--- src/dsk_pkg.sv ---
// Shared constants, types and register map of the dual slope touch key sequencer
package dsk_pkg;
	localparam int ADDR_W = 18;
	// Register indexes; byte address is four times the index
	localparam logic [15:0] IDX_CFG_A = 16'ha018;
	localparam logic [15:0] IDX_CFG_B = 16'ha019;
	localparam logic [15:0] IDX_CFG_C = 16'ha01a;
	localparam logic [15:0] IDX_CFG_D = 16'ha01b;
	localparam logic [15:0] IDX_HDUTY_L = 16'ha01c;
	localparam logic [15:0] IDX_HDUTY_H = 16'ha01d;
	localparam logic [15:0] IDX_LDUTY_L = 16'ha01e;
	localparam logic [15:0] IDX_LDUTY_H = 16'ha01f;
	localparam logic [15:0] IDX_BASE_L = 16'ha028;
	localparam logic [15:0] IDX_BASE_H = 16'ha029;
	localparam logic [15:0] IDX_THR_L = 16'ha02a;
	localparam logic [15:0] IDX_THR_H = 16'ha02b;
	localparam logic [15:0] IDX_PULL = 16'ha02c;
	localparam logic [7:0] RST_BYTE = 8'h00;
	// Configuration A fields
	localparam int A_EN = 7;
	localparam int A_CS_LSB = 4;
	localparam int A_GUARD = 3;
	localparam int A_IRQEN = 2;
	localparam int A_LPM = 1;
	localparam int A_AUTO = 0;
	// Configuration B fields
	localparam int B_RPT_LSB = 6;
	localparam int B_INI_LSB = 4;
	localparam int B_DLY_LSB = 2;
	localparam int B_LFN_LSB = 0;
	// Configuration C fields
	localparam int C_SLOW_LSB = 6;
	localparam int C_CYC_LSB = 3;
	localparam int C_SEED = 2;
	localparam int C_THRESHOLD_MODE_SELECT = 1;
	localparam int C_AUTOLF = 0;
	// Configuration and status D fields
	localparam int D_CAP_LSB = 5;
	localparam int D_DLYEN = 4;
	localparam int D_RND = 3;
	localparam int D_LOW_FREQ_NOISE_SETTING_FLAG = 2;
	localparam int D_IRQF = 1;
	localparam int D_START = 0;
	// DC pull fields
	localparam int P_CUR = 7;
	localparam int P_RES = 6;
	localparam int P_SEL_LSB = 0;
	// Converter clock cycles per unit of settle and start delay
	localparam logic [15:0] SETTLE_UNIT = 16'h0010;
	localparam logic [15:0] DELAY_UNIT = 16'h0100;
	localparam logic [5:0] NOISE_UNIT = 6'h08;
	localparam logic [7:0] LFSR_SEED = 8'h01;

	typedef enum logic [2:0] {
		ST_IDLE, ST_DELAY, ST_SETTLE, ST_RUN, ST_FINISH
	} dsk_state_type;

	typedef struct packed {
		logic converter_clock;
		logic conv_active;
		logic random_step;
		logic guard_buffer_enable;
		logic ultra_low_power_select;
		logic [2:0] reference_cap_select;
		logic dc_current_enable;
		logic dc_resistor_enable;
		logic [3:0] dc_pull_select;
	} dsk_analog_type;
endpackage : dsk_pkg

--- src/dsk_sequencer.sv ---
// Dual slope touch key sequencer with APB register set
`timescale 1ns/100ps
`default_nettype none
// Notes on behaviour
// Normal mode: start write runs one sequence
// Auto mode: count above threshold raises irq, wakeup
// Writing auto bit one launches auto conversion
// Start bit cleared by hardware completion or by clearing enable
// Busy reads one while sequence runs
// Cycle field selects exact per sequence count
// Repeat field reruns and accumulates sequences
// Baseline is moving average, window 32..256
// Seed select: first count or written baseline
// Threshold alone or threshold plus baseline
// Optional selectable delay before auto sequence
// Long noise ignored by duty counters only
// Auto filter enable; noise flag always reported
// Reference capacitor select, three bit field
// Random enable randomizes conversion timing
// Software should pick slow clock for low power
// Duty counts readable as bytes, writes ignored
// DC pull: current, resistor, four bit select
// Charge periods high count, discharge low count
// Accumulate up to sixteen conversions
// Irq flag sticky until cleared, gated by enable
// Noise flag sticky until software writes zero or enable is cleared
module dsk_sequencer
	import dsk_pkg::*;
(
	input wire logic pclk,
	input wire logic presetn,
	input wire logic psel,
	input wire logic penable,
	input wire logic pwrite,
	input wire logic [ADDR_W-1:0] paddr,
	input wire logic [31:0] pwdata,
	input wire logic [3:0] pstrb,
	output logic [31:0] prdata,
	output logic pready,
	output logic pslverr,
	input wire logic duty_level,
	input wire logic noise_detect,
	input wire logic slow_osc,
	output dsk_analog_type analog,
	output logic irq,
	output logic wakeup
);
	logic [7:0] cfg_a, cfg_b, cfg_c, cfg_d, pull;
	logic [15:0] thr, base, hduty, lduty;
	dsk_state_type state;
	logic duty_s1, duty_s2, noise_s1, noise_s2, slow_s1, slow_s2, slow_d;
	logic [7:0] div_cnt;
	logic conv_clk, tick;
	logic [7:0] lfsr;
	logic [15:0] wait_cnt;
	logic [16:0] cyc_cnt;
	logic [4:0] rep_cnt;
	logic [20:0] acc_hi, acc_lo;
	logic [5:0] noise_run;
	logic auto_pending, first_auto;
	logic [15:0] idx;
	logic sel_ok, wr_en, rd_setup, wr_d;
	logic [7:0] rd_byte;
	logic [15:0] res_hi, res_lo;
	logic [16:0] thr_eff;
	logic finish, detect, noise_hit, filter_on;
	logic [5:0] noise_limit;

	function automatic logic [16:0] cycle_total(input logic [2:0] code);
		case (code)
			3'd0: cycle_total = 17'h0_0400;
			3'd1: cycle_total = 17'h0_0800;
			3'd2: cycle_total = 17'h0_1000;
			3'd3: cycle_total = 17'h0_2000;
			3'd4: cycle_total = 17'h0_3000;
			3'd5: cycle_total = 17'h0_4000;
			3'd6: cycle_total = 17'h0_8000;
			default: cycle_total = 17'h1_0000;
		endcase
	endfunction : cycle_total

	function automatic logic [4:0] rep_total(input logic [1:0] code);
		case (code)
			2'd0: rep_total = 5'd1;
			2'd1: rep_total = 5'd4;
			2'd2: rep_total = 5'd8;
			default: rep_total = 5'd16;
		endcase
	endfunction : rep_total

	function automatic logic [2:0] rep_shift(input logic [1:0] code);
		case (code)
			2'd0: rep_shift = 3'd0;
			2'd1: rep_shift = 3'd2;
			2'd2: rep_shift = 3'd3;
			default: rep_shift = 3'd4;
		endcase
	endfunction : rep_shift

	function automatic logic [7:0] div_half(input logic [2:0] code);
		case (code)
			3'd0: div_half = 8'd1;
			3'd1: div_half = 8'd2;
			3'd2: div_half = 8'd3;
			3'd3: div_half = 8'd4;
			3'd4: div_half = 8'd5;
			3'd5: div_half = 8'd8;
			default: div_half = 8'd16;
		endcase
	endfunction : div_half

	function automatic logic [15:0] sat16(input logic [20:0] v);
		sat16 = (v[20:16] != 5'd0) ? 16'hffff : v[15:0];
	endfunction : sat16

	// Synchronisers for pins from the analog side
	always_ff @(posedge pclk or negedge presetn) begin
		if (!presetn) begin
			duty_s1 <= 1'b0;
			duty_s2 <= 1'b0;
			noise_s1 <= 1'b0;
			noise_s2 <= 1'b0;
			slow_s1 <= 1'b0;
			slow_s2 <= 1'b0;
			slow_d <= 1'b0;
		end else begin
			duty_s1 <= duty_level;
			duty_s2 <= duty_s1;
			noise_s1 <= noise_detect;
			noise_s2 <= noise_s1;
			slow_s1 <= slow_osc;
			slow_s2 <= slow_s1;
			slow_d <= slow_s2;
		end
	end

	// Converter clock divider with optional random stretch
	always_ff @(posedge pclk or negedge presetn) begin
		if (!presetn) begin
			div_cnt <= 8'd0;
			conv_clk <= 1'b0;
			tick <= 1'b0;
			lfsr <= LFSR_SEED;
		end else begin
			tick <= 1'b0;
			if (cfg_a[A_CS_LSB +: 3] == 3'd7) begin
				if (slow_s2 && !slow_d) begin
					conv_clk <= !conv_clk;
					tick <= !conv_clk;
				end
			end else if (div_cnt + 8'd1 >= div_half(cfg_a[A_CS_LSB +: 3])) begin
				div_cnt <= 8'd0;
				if (!(cfg_d[D_RND] && lfsr[0] && conv_clk)) begin
					conv_clk <= !conv_clk;
					tick <= !conv_clk;
				end
			end else begin
				div_cnt <= div_cnt + 8'd1;
			end
			if (tick) begin
				lfsr <= {lfsr[6:0], lfsr[7] ^ lfsr[5] ^ lfsr[4] ^ lfsr[3]};
			end
		end
	end

	// APB decode
	assign idx = paddr[ADDR_W-1:2];
	assign sel_ok = (paddr[1:0] == 2'b00) && (idx == IDX_CFG_A || idx == IDX_CFG_B
		|| idx == IDX_CFG_C || idx == IDX_CFG_D || idx == IDX_HDUTY_L
		|| idx == IDX_HDUTY_H || idx == IDX_LDUTY_L || idx == IDX_LDUTY_H
		|| idx == IDX_BASE_L || idx == IDX_BASE_H || idx == IDX_THR_L
		|| idx == IDX_THR_H || idx == IDX_PULL);
	assign rd_setup = psel && !penable;
	assign wr_en = psel && penable && pready && pwrite && sel_ok && pstrb[0];
	assign wr_d = wr_en && idx == IDX_CFG_D;

	always_comb begin
		case (idx)
			IDX_CFG_A: rd_byte = cfg_a;
			IDX_CFG_B: rd_byte = cfg_b;
			IDX_CFG_C: rd_byte = cfg_c;
			IDX_CFG_D: rd_byte = {cfg_d[7:1],
				state != ST_IDLE || cfg_d[D_START] || auto_pending};
			IDX_HDUTY_L: rd_byte = hduty[7:0];
			IDX_HDUTY_H: rd_byte = hduty[15:8];
			IDX_LDUTY_L: rd_byte = lduty[7:0];
			IDX_LDUTY_H: rd_byte = lduty[15:8];
			IDX_BASE_L: rd_byte = base[7:0];
			IDX_BASE_H: rd_byte = base[15:8];
			IDX_THR_L: rd_byte = thr[7:0];
			IDX_THR_H: rd_byte = thr[15:8];
			IDX_PULL: rd_byte = {pull[7:6], 2'b00, pull[3:0]};
			default: rd_byte = 8'h00;
		endcase
	end

	// APB answer: no wait state, registered data
	always_ff @(posedge pclk or negedge presetn) begin
		if (!presetn) begin
			pready <= 1'b0;
			pslverr <= 1'b0;
			prdata <= 32'h0000_0000;
		end else begin
			pready <= rd_setup;
			pslverr <= rd_setup && !sel_ok;
			if (rd_setup) begin
				prdata <= (sel_ok && !pwrite) ? {24'h00_0000, rd_byte} : 32'h0000_0000;
			end
		end
	end

	// Plain configuration registers
	always_ff @(posedge pclk or negedge presetn) begin
		if (!presetn) begin
			cfg_a <= RST_BYTE;
			cfg_b <= RST_BYTE;
			cfg_c <= RST_BYTE;
			pull <= RST_BYTE;
			thr <= {RST_BYTE, RST_BYTE};
		end else if (wr_en) begin
			case (idx)
				IDX_CFG_A: cfg_a <= pwdata[7:0];
				IDX_CFG_B: cfg_b <= pwdata[7:0];
				IDX_CFG_C: cfg_c <= pwdata[7:0];
				IDX_PULL: pull <= {pwdata[7:6], 2'b00, pwdata[3:0]};
				IDX_THR_L: thr[7:0] <= pwdata[7:0];
				IDX_THR_H: thr[15:8] <= pwdata[7:0];
				default: ;
			endcase
		end
	end

	// Sequence results and comparison
	assign finish = state == ST_FINISH;
	assign res_hi = sat16(acc_hi >> rep_shift(cfg_b[B_RPT_LSB +: 2]));
	assign res_lo = sat16(acc_lo >> rep_shift(cfg_b[B_RPT_LSB +: 2]));
	assign thr_eff = cfg_c[C_THRESHOLD_MODE_SELECT] ? {1'b0, thr} + {1'b0, base} : {1'b0, thr};
	assign detect = cfg_a[A_AUTO] && ({1'b0, res_lo} > thr_eff);
	assign noise_limit = (cfg_b[B_LFN_LSB +: 2] == 2'd0) ? NOISE_UNIT
		: 6'(cfg_b[B_LFN_LSB +: 2] * NOISE_UNIT);
	assign noise_hit = noise_s2 && (noise_run >= noise_limit);
	assign filter_on = (cfg_b[B_LFN_LSB +: 2] != 2'd0)
		&& (!cfg_a[A_AUTO] || cfg_c[C_AUTOLF]);

	// Sequencer
	always_ff @(posedge pclk or negedge presetn) begin
		if (!presetn) begin
			state <= ST_IDLE;
			wait_cnt <= 16'd0;
			cyc_cnt <= 17'd0;
			rep_cnt <= 5'd0;
			acc_hi <= 21'd0;
			acc_lo <= 21'd0;
			noise_run <= 6'd0;
		end else if (!cfg_a[A_EN]) begin
			state <= ST_IDLE;
		end else begin
			case (state)
				ST_IDLE: begin
					if ((cfg_d[D_START] && !cfg_a[A_AUTO]) || auto_pending) begin
						if (cfg_a[A_AUTO] && cfg_d[D_DLYEN]) begin
							state <= ST_DELAY;
							wait_cnt <= 16'({14'd0, cfg_b[B_DLY_LSB +: 2]} + 16'd1) * DELAY_UNIT;
						end else begin
							state <= ST_SETTLE;
							wait_cnt <= 16'({14'd0, cfg_b[B_INI_LSB +: 2]} + 16'd1) * SETTLE_UNIT;
						end
					end
				end
				ST_DELAY: begin
					if (tick) begin
						if (wait_cnt <= 16'd1) begin
							state <= ST_SETTLE;
							wait_cnt <= 16'({14'd0, cfg_b[B_INI_LSB +: 2]} + 16'd1) * SETTLE_UNIT;
						end else begin
							wait_cnt <= wait_cnt - 16'd1;
						end
					end
				end
				ST_SETTLE: begin
					cyc_cnt <= 17'd0;
					rep_cnt <= 5'd0;
					acc_hi <= 21'd0;
					acc_lo <= 21'd0;
					noise_run <= 6'd0;
					if (tick) begin
						if (wait_cnt <= 16'd1) begin
							state <= ST_RUN;
						end else begin
							wait_cnt <= wait_cnt - 16'd1;
						end
					end
				end
				ST_RUN: begin
					if (tick) begin
						noise_run <= noise_s2 ? ((noise_run == 6'h3f) ? noise_run
							: noise_run + 6'd1) : 6'd0;
						if (!(filter_on && noise_hit)) begin
							if (duty_s2) begin
								acc_hi <= acc_hi + 21'd1;
							end else begin
								acc_lo <= acc_lo + 21'd1;
							end
						end
						if (cyc_cnt + 17'd1 >= cycle_total(cfg_c[C_CYC_LSB +: 3])) begin
							cyc_cnt <= 17'd0;
							if (rep_cnt + 5'd1 >= rep_total(cfg_b[B_RPT_LSB +: 2])) begin
								state <= ST_FINISH;
							end else begin
								rep_cnt <= rep_cnt + 5'd1;
							end
						end else begin
							cyc_cnt <= cyc_cnt + 17'd1;
						end
					end
				end
				ST_FINISH: begin
					if (cfg_a[A_AUTO]) begin
						if (cfg_d[D_DLYEN]) begin
							state <= ST_DELAY;
							wait_cnt <= 16'({14'd0, cfg_b[B_DLY_LSB +: 2]} + 16'd1) * DELAY_UNIT;
						end else begin
							state <= ST_SETTLE;
							wait_cnt <= 16'({14'd0, cfg_b[B_INI_LSB +: 2]} + 16'd1) * SETTLE_UNIT;
						end
					end else begin
						state <= ST_IDLE;
					end
				end
				default: state <= ST_IDLE;
			endcase
		end
	end

	// Auto launch request and first conversion marker
	always_ff @(posedge pclk or negedge presetn) begin
		if (!presetn) begin
			auto_pending <= 1'b0;
			first_auto <= 1'b0;
		end else begin
			if (wr_en && idx == IDX_CFG_A && pwdata[A_AUTO] && pwdata[A_EN]) begin
				auto_pending <= 1'b1;
				first_auto <= 1'b1;
			end else if (state != ST_IDLE || !cfg_a[A_AUTO]) begin
				auto_pending <= 1'b0;
			end
			if (finish) begin
				first_auto <= 1'b0;
			end
		end
	end

	// Result registers and baseline average
	always_ff @(posedge pclk or negedge presetn) begin
		if (!presetn) begin
			hduty <= {RST_BYTE, RST_BYTE};
			lduty <= {RST_BYTE, RST_BYTE};
			base <= {RST_BYTE, RST_BYTE};
		end else if (finish) begin
			hduty <= res_hi;
			lduty <= res_lo;
			if (cfg_a[A_AUTO]) begin
				if (first_auto && cfg_c[C_SEED]) begin
					base <= res_lo;
				end else begin
					base <= 16'($signed({2'b00, base})
						+ (($signed({2'b00, res_lo}) - $signed({2'b00, base}))
						>>> (5 + cfg_c[C_SLOW_LSB +: 2])));
				end
			end
		end else if (wr_en && idx == IDX_BASE_L) begin
			base[7:0] <= pwdata[7:0];
		end else if (wr_en && idx == IDX_BASE_H) begin
			base[15:8] <= pwdata[7:0];
		end
	end

	// Status and start register; hardware set of a flag wins over software clear, hardware clear of start wins over software set
	always_ff @(posedge pclk or negedge presetn) begin
		if (!presetn) begin
			cfg_d <= RST_BYTE;
		end else if (!cfg_a[A_EN]) begin
			cfg_d[D_START] <= 1'b0;
			cfg_d[D_IRQF] <= 1'b0;
			cfg_d[D_LOW_FREQ_NOISE_SETTING_FLAG] <= 1'b0;
			if (wr_d) begin
				cfg_d[7:3] <= pwdata[7:3];
			end
		end else begin
			if (wr_d) begin
				cfg_d[7:3] <= pwdata[7:3];
			end
			if (finish) begin
				cfg_d[D_START] <= 1'b0;
			end else if (wr_d && pwdata[D_START]) begin
				cfg_d[D_START] <= 1'b1;
			end
			if ((finish && !cfg_a[A_AUTO]) || (finish && detect)) begin
				cfg_d[D_IRQF] <= 1'b1;
			end else if (wr_d && !pwdata[D_IRQF]) begin
				cfg_d[D_IRQF] <= 1'b0;
			end
			if (state == ST_RUN && tick && noise_hit) begin
				cfg_d[D_LOW_FREQ_NOISE_SETTING_FLAG] <= 1'b1;
			end else if (wr_d && !pwdata[D_LOW_FREQ_NOISE_SETTING_FLAG]) begin
				cfg_d[D_LOW_FREQ_NOISE_SETTING_FLAG] <= 1'b0;
			end
		end
	end

	// Outputs
	always_ff @(posedge pclk or negedge presetn) begin
		if (!presetn) begin
			irq <= 1'b0;
			wakeup <= 1'b0;
			analog <= '0;
		end else begin
			irq <= cfg_d[D_IRQF] && cfg_a[A_IRQEN];
			wakeup <= finish && detect;
			analog.converter_clock <= conv_clk;
			analog.conv_active <= state == ST_RUN;
			analog.random_step <= cfg_d[D_RND] && lfsr[1];
			analog.guard_buffer_enable <= cfg_a[A_GUARD];
			analog.ultra_low_power_select <= cfg_a[A_LPM];
			analog.reference_cap_select <= cfg_d[D_CAP_LSB +: 3];
			analog.dc_current_enable <= pull[P_CUR];
			analog.dc_resistor_enable <= pull[P_RES];
			analog.dc_pull_select <= pull[P_SEL_LSB +: 4];
		end
	end
endmodule : dsk_sequencer
`default_nettype wire

--- config.mk ---
export PLATFORM = sky130hd
export DESIGN_NAME = dsk_sequencer
export DESIGN_NICKNAME = d
export VERILOG_FILES = /design/src/dsk_pkg.sv /design/src/dsk_sequencer.sv
export SDC_FILE = /design/constraint.sdc
export NUM_CORES = 1
export LEC_CHECK = 0
export BUFFER_PORTS_ARGS = -buffer_cell sky130_fd_sc_hd__buf_4
export CAP_MARGIN = 20
export CORE_UTILIZATION = 61
export CTS_CLUSTER_DIAMETER = 40
export CTS_CLUSTER_SIZE = 14
export DETAILED_ROUTE_END_ITERATION = 16
export GPL_ROUTABILITY_DRIVEN = 1
export MAX_ROUTING_LAYER = met4
export PLACE_DENSITY_LB_ADDON = 0.25
export SLEW_MARGIN = 20
export SYNTH_ARGS = -nofsm -noshare
export SYNTH_HDL_FRONTEND = slang
export SYNTH_SLANG_ARGS = --single-unit
export TNS_END_PERCENT = 1
--- constraint.sdc ---
create_clock -name pclk -period 10.3 [get_ports pclk]
set_clock_uncertainty 0.15 [all_clocks]
set_input_delay 2.06 -clock pclk [delete_from_list [all_inputs] [get_ports pclk]]
set_output_delay 2.06 -clock pclk [all_outputs]
set_load 0.1 [all_outputs]
=== After elaboration in Yosys (flattened, before gate mapping) ===
Cells that the tools add are included.

* Flip-flop bits (word level): 268
* Input bits: 62
* Output and inout bits: 50
* Word-level logic and storage cells: 310

* Add/sub/neg operators: 13
* Magnitude comparators: 6
* Eq/ne operators: 58
* Shift operators: 3
* Muxes and demuxes: 86
* Bitwise operators: 3
* Reduce and logical (&&, ||, !) cells: 93

{| class="wikitable"
|+ Operators by type and width
! operator !! number
|-
| $eq 16x16->1 const B || 13
|-
| $mux 16 || 11
|-
| $mux 21 || 6
|-
| $pmux 17 s7 || 1
|-
| $pmux 8 s13 || 1
|-
| $mux 17 || 6
|-
| $pmux 21 s2 || 2
|-
| $pmux 16 s4 || 1
|-
| $mux 8 || 6
|-
| $mux 5 || 9
|-
| $add 21x1->21 const B || 2
|-
| $shr 21x3->21 || 2
|-
| $logic_and 1x1->1 || 34
|-
| $pmux 17 s2 || 1
|-
| $mux 3 || 11
|-
| $pmux 5 s6 || 1
|-
| $ne 3x3->1 const B || 9
|-
| $ne 2x2->1 const B || 13
|-
| $mux 11 || 2
|-
| $eq 3x3->1 const B || 7
|-
| $eq 3x2->1 const B || 6
|-
| $logic_or 1x1->1 || 18
|-
| $mux 1 || 18
|-
| $mux 6 || 3
|-
| 43 further kinds || 79
|}

=== Logic depth before layout (Yosys ltp) ===
* Depth in word-level cells: 21
* Mapped depth: 33
* Mapped depth without buffers: 31

=== Worst setup path after synthesis ===
No wires, ideal clock.

* Kind: register -> register
* Start point: register cfg_b[6]
* End point: register base[14]
* Library setup time: 128 ps
* Data arrival time: 6767 ps
* Data required time: 10022 ps
* Path slack: 3255 ps
* Cell stages (with the launch flop): 32
* Buffers on the path: 1
* Clock period less this slack: 7045 ps
* Path through: dfrtp_1 -> inv_1 -> ha_1 -> or3_1 -> a21o_1 -> a211o_1 -> nand2_1 -> clkbuf_1 -> nand2_1 -> ha_1 -> nand2_1 -> a21oi_1 -> nor4bb_1 -> nand3_4 -> a21oi_2 -> o21a_1 -> xor2_1 -> mux2_2 -> a21oi_1 -> mux2_2 -> ha_1 -> fa_1 -> a21o_1 -> a21oi_1 -> o21ai_0 -> a21oi_1 -> o21bai_1 -> a2111oi_0 -> o41ai_1 -> xor2_1 -> o21ai_0 -> o21ai_0

* Longest elaborated chain between the ends: 11
* Elaborated cells between the ends (all ways): 13
* Those cells by class: add/sub (2); eq/ne (2); shift (2); mux (5); reduce/logical (2)

{| class="wikitable"
|+ Ends and longest elaborated chain
! what !! RTL line !! RTL
|-
| start: declaration || dsk_sequencer.sv:48 || <nowiki>logic [7:0] cfg_a, cfg_b, cfg_c, cfg_d, pull;</nowiki>
|-
| start signal: assignment || dsk_sequencer.sv:223 || <nowiki>IDX_CFG_B: cfg_b <= pwdata[7:0];</nowiki>
|-
| $eq 2x2->1, or another cell as far along || dsk_sequencer.sv:92 || <nowiki>case (code)</nowiki>
|-
| $pmux 3 s3 * || dsk_sequencer.sv:92 ||
|-
| $shr 21x3->21 * || dsk_sequencer.sv:236 || <nowiki>assign res_lo = sat16(acc_lo >> rep_shift(cfg_b[B_RPT_LSB +: 2]));</nowiki>
|-
| $reduce_bool 5->1 || dsk_sequencer.sv:113 || <nowiki>sat16 = (v[20:16] != 5'd0) ? 16'hffff : v[15:0];</nowiki>
|-
| $mux 16 * || dsk_sequencer.sv:113 ||
|-
| net res_lo[6] || dsk_sequencer.sv:64 || <nowiki>logic [15:0] res_hi, res_lo;</nowiki>
|-
| $sub 16x16->17 * || dsk_sequencer.sv:367 || <nowiki>+ (($signed({2'b00, res_lo}) - $signed({2'b00, base}))</nowiki>
|-
| $sshr 17x4->16 * || dsk_sequencer.sv:367 ||
|-
| $add 16x16->16 * || dsk_sequencer.sv:367 ||
|-
| $mux 16 * || dsk_sequencer.sv:363 || <nowiki>if (first_auto && cfg_c[C_SEED]) begin</nowiki>
|-
| $mux 16 * || dsk_sequencer.sv:362 || <nowiki>if (cfg_a[A_AUTO]) begin</nowiki>
|-
| $mux 16 * || dsk_sequencer.sv:359 || <nowiki>end else if (finish) begin</nowiki>
|-
| end signal: assignment || dsk_sequencer.sv:358 || <nowiki>base <= {RST_BYTE, RST_BYTE};</nowiki>
|-
| end signal: assignment || dsk_sequencer.sv:364 || <nowiki>base <= res_lo;</nowiki>
|-
| end signal: assignment || dsk_sequencer.sv:366 || <nowiki>base <= 16'($signed({2'b00, base})</nowiki>
|-
| end: declaration || dsk_sequencer.sv:49 || <nowiki>logic [15:0] thr, base, hduty, lduty;</nowiki>
|}

Mark *: on every way through the listed nets, which the timed path passes. The rest lies on a longest branch. The select of a mux whose other input is x is not followed.
A chain may end at the register's enable or synchronous reset.

=== Worst setup path after layout ===
Ends and elaborated chain as after synthesis.

==> metrics.txt <==
# TYPE chip_impl_metric gauge
chip_impl_info{name="run_status",value="finished clean"} 1
chip_impl_info{name="crit_type",value="register to register"} 1
chip_impl_metric{name="p_leak",unit="nW"} 8.65
chip_impl_info{name="cts_tree",value="built"} 1
chip_impl_metric{name="setup_viol",unit=""} 0
chip_impl_metric{name="ctsResizeCount",unit=""} 0
chip_impl_metric{name="numPortBuffers",unit=""} 60
chip_impl_metric{name="cp_data_required_time",unit="ns"} 10.55
chip_impl_metric{name="hold_violations",unit=""} 0
chip_impl_metric{name="antenna_cells",unit=""} 0
chip_impl_info{name="worst_r2r_startpoint",value="cfg_b[6]"} 1
chip_impl_metric{name="detailroute.via_count",unit=""} 14600
chip_impl_metric{name="start_util",unit="%"} 62.1
chip_impl_metric{name="met2_length",unit="um"} 19600
chip_impl_metric{name="post-cts-setup-buffer-count",unit=""} 0
chip_impl_metric{name="final_layout_size_suffix_gt1_share",unit="%"} 13.1
chip_impl_metric{name="clock_insertion_delay_worst_skew",unit="ns"} 0.53
chip_impl_metric{name="finalNonFillerCells",unit=""} 2286
chip_impl_metric{name="row_count",unit=""} 60
chip_impl_metric{name="drtAntennaViolNets",unit=""} 0
chip_impl_info{name="crit-reg2reg-capture",value="base[14]"} 1
chip_impl_metric{name="final.fill_count",unit=""} 2094
chip_impl_metric{name="yosysWarnings",unit=""} 0
chip_impl_metric{name="avgSynthCellArea",unit="um2"} 8.83
chip_impl_metric{name="synth_seq_area_share",unit="%"} 36.6
chip_impl_metric{name="remaining_drc_errors",unit=""} 0
chip_impl_metric{name="crit_path_max_fanout",unit=""} 41
chip_impl_info{name="startpoint",value="cfg_b[6]"} 1
chip_impl_metric{name="detailedRoute.firstPassIterationCount",unit=""} 7
chip_impl_metric{name="route.final.wire_length",unit="um"} 44600
chip_impl_metric{name="pwr-share-seq",unit="%"} 38.1
chip_impl_metric{name="finish.instance_area",unit="um2"} 18600
chip_impl_metric{name="synth_async_sr_flop_share",unit="%"} 100
chip_impl_metric{name="fin_crit_sh",unit="%"} 85.6
chip_impl_info{name="crit_top_cell",value="a21oi_1"} 1
chip_impl_metric{name="max-vdd-ir-drop",unit="mV"} 0.142
chip_impl_info{name="slowest_stage",value="a2111oi_0"} 1
chip_impl_metric{name="fmax",unit="MHz"} 113
chip_impl_metric{name="pwr-share-clk",unit="%"} 52.0
chip_impl_metric{name="grt-ovfl-total",unit=""} 0
chip_impl_metric{name="die_w",unit="um"} 167
chip_impl_metric{name="finalSetupTns",unit="ns"} 0
chip_impl_metric{name="grt_first_pass_wirelength",unit="um"} 72100
chip_impl_metric{name="longest_individual_stage_delay_on_the_worst_path",unit="ns"} 0.60
chip_impl_metric{name="route.detailed.vias_per_inst",unit=""} 6.38
chip_impl_metric{name="grt_use_total",unit="%"} 33.1
chip_impl_metric{name="grt_pass1_vias",unit=""} 13700
chip_impl_metric{name="max-clock-path-buffers",unit=""} 3
chip_impl_metric{name="tritoncts_num_sinks",unit=""} 244
chip_impl_info{name="yosys_most_used_dff",value="dfrtp_1"} 1
chip_impl_info{name="worst_hold_path_type",value="register to register"} 1
chip_impl_metric{name="synth-edff-count",unit=""} 0
chip_impl_metric{name="layout_min_cycle_time",unit="ns"} 8.81
chip_impl_metric{name="globalplace.congestion",unit=""} 0.969
chip_impl_metric{name="area_growth",unit="%"} 11.7
chip_impl_info{name="worst_setup_path_end_kind",value="register"} 1
chip_impl_metric{name="slew_viol_final",unit=""} 0
chip_impl_info{name="worst_hold_startpoint",value="noise_s1"} 1
chip_impl_metric{name="fp.dieH",unit="um"} 167
chip_impl_metric{name="post-place-cells",unit=""} 2217
chip_impl_metric{name="reg2reg_setup_slack",unit="ns"} 1.49
chip_impl_metric{name="clkTransAtPathRegs",unit="ns"} 0.06
chip_impl_metric{name="whs_path_depth",unit=""} 0
chip_impl_info{name="top_layer_reached_by_signal_wires",value="met4"} 1
chip_impl_metric{name="cts_hold_repair.buffers",unit=""} 0
chip_impl_metric{name="worst-r2r-cell-count",unit=""} 31
chip_impl_metric{name="maxCapViolCount",unit=""} 0
chip_impl_metric{name="ios",unit=""} 112
chip_impl_metric{name="dp_hpwl",unit="um"} 31700
chip_impl_metric{name="clock_tree.htree_level_count",unit=""} 2
chip_impl_metric{name="comb_power_share",unit="%"} 9.9
chip_impl_metric{name="worst-endpoint-arrival",unit="ns"} 9.06
chip_impl_metric{name="fin_worst_hold_slack",unit="ns"} 0.204
chip_impl_metric{name="max-slew-margin-rel",unit="%"} 20.7
chip_impl_metric{name="wl_cell",unit="um"} 19.5
chip_impl_info{name="layout.cells.most_common",value="dfrtp_1"} 1
chip_impl_metric{name="cts_made_buffers",unit=""} 38
chip_impl_metric{name="internal-power",unit="W"} 0.00191
chip_impl_metric{name="core_area",unit="um2"} 26900
chip_impl_metric{name="tightestPinTransition",unit="ns"} 1.18
chip_impl_metric{name="grt_max_degree",unit=""} 92
chip_impl_info{name="setup_repair_after_global_routing_missed_its_margin",value="false"} 1
chip_impl_metric{name="full_die_area",unit="um2"} 28000
chip_impl_metric{name="synth_cells",unit=""} 1890
chip_impl_metric{name="power.net_switching",unit="W"} 0.000715
chip_impl_metric{name="finish.net_count",unit=""} 2077
chip_impl_metric{name="synth_cell_types",unit=""} 94
chip_impl_info{name="worstHoldEndpoint",value="noise_s2"} 1
chip_impl_info{name="clockRootBuffer",value="clkbuf_16"} 1
chip_impl_metric{name="met3WireLength",unit="um"} 3890
chip_impl_metric{name="dr.first_iter.drc_count",unit=""} 1633
chip_impl_metric{name="route.layer.met1.wl",unit="um"} 19600
chip_impl_metric{name="post_synth_instance_area",unit="um2"} 16700
chip_impl_metric{name="antenna_found_initial",unit=""} 0
chip_impl_info{name="kind_of_start_point_of_the_critical_path",value="register"} 1
chip_impl_metric{name="power-per-cell-area",unit="nW/um2"} 141
chip_impl_info{name="layout.cells.most_common_list",value="dfrtp_1 (243), nand2_1 (234), nor2_1 (180)"} 1
chip_impl_metric{name="place_area",unit="um2"} 17200
chip_impl_metric{name="synth-seq-cells",unit=""} 244
chip_impl_metric{name="power.share.switching",unit="%"} 27.2
-- cell type report --
cell class | count | area, um2 | area share, %
repair buffers | 76 | 582 | 3.12
multi-input cells | 1467 | 9810 | 52.6
well taps | 341 | 427 | 2.29
clock buffers | 41 | 982 | 5.27
clock inverters | 28 | 394 | 2.11
inverters | 89 | 334 | 1.79
flip-flops and latches | 244 | 6110 | 32.8
-- per-layer routing --
layer  track usage (%)  up-vias
li1                  -     6848
met3              6.69      104
met5                 -        -
met4              10.8        0
met2              49.6      606
met1              45.1     7035
-- registers in the layout, indices dropped and copies added (netlist names), 3 cells and up --
| signal | count |
|---|---|
| lfsr | 8 |
| rep_cnt | 5 |
| prdata | 8 |
| state | 3 |
| cyc_cnt | 17 |
| noise_run | 6 |
| thr | 16 |
| wait_cnt | 16 |
| pull | 6 |
| lduty | 16 |
| base | 16 |
| acc_hi | 21 |
| div_cnt | 8 |
| cfg_b | 8 |
| cfg_d | 8 |
| acc_lo | 21 |
| analog | 14 |
| cfg_a | 8 |
| cfg_c | 8 |
| hduty | 16 |
-- cells by family after synthesis --
group           count (synthesis)  share of synthesized area, %
other cells                     1                        0.0225
flops                         244                          36.6
fa+ha+maj                      99                          7.52
xor+xnor                       76                          4.07
mux                           129                          9.40
buf+inv                       202                          5.24
simple gates                  657                          18.4
compound gates                482                          18.7
-- synthesized netlist by cell type, drive strengths merged (21+ instances only) --
cell type  instances  share of area [%]
inv               85                1.9
clkbuf            71                1.6
a21o              21               0.95
nand3             63                2.0
xnor2             37                1.9
buf               42                1.6
xor2              38                2.0
o21ai            135                4.1
mux2i             49                2.9
mux2              65                4.4
a31oi             35                1.4
dfrtp            243                 36
a21oi            119                3.7
nor3              31                1.1
nand2            234                5.3
nor2             180                4.1
ha                97                7.3
nand4             22               0.92
-- stage by stage --
stage / power [W] / util [%] / setup WS, ns
floorplan: 0.00120 / - / 3.25
global placement: 0.00127 / 64.1 / 1.79
detailed placement: 0.00127 / 64.1 / 1.68
CTS: 0.00264 / 69.3 / 1.63
global route: 0.00272 / 69.3 / 0.849
finish: 0.00263 / 69.3 / 1.49
-- critical path: cells and delay by family, from the launching register on --
kind | cells | cell delay (ns)
AO/OA/AOI/OAI | 17 | 3.97
flip-flops | 1 | 0.45
adder cells (fa/ha/maj) | 4 | 1.44
multiplexers | 2 | 0.51
XOR/XNOR | 2 | 0.42
buffers and inverters | 2 | 0.37
AND/OR/NAND/NOR | 4 | 1.33
-- power groups by stage --
stage	logic [W]	clock network, W	registers, W
global route	0.000290	0.00142	0.00100
detailed placement	0.000257	0	0.00102
finish	0.000260	0.00137	0.00100
global placement	0.000252	0	0.00102
floorplan	0.000192	0	0.00101
CTS	0.000258	0.00138	0.00100
-- how the worst max path moves through the flow --
stage,depth (start not counted),endpoint,slack (ns)
after floorplan,31,base[14],3.25
after global placement,31,base[14],1.79
after detailed placement,31,base[14],1.68
after CTS,31,base[14],1.63
after global routing,31,base[14],0.85
final,31,base[14],1.49
Power figures use the tool's default switching activity.
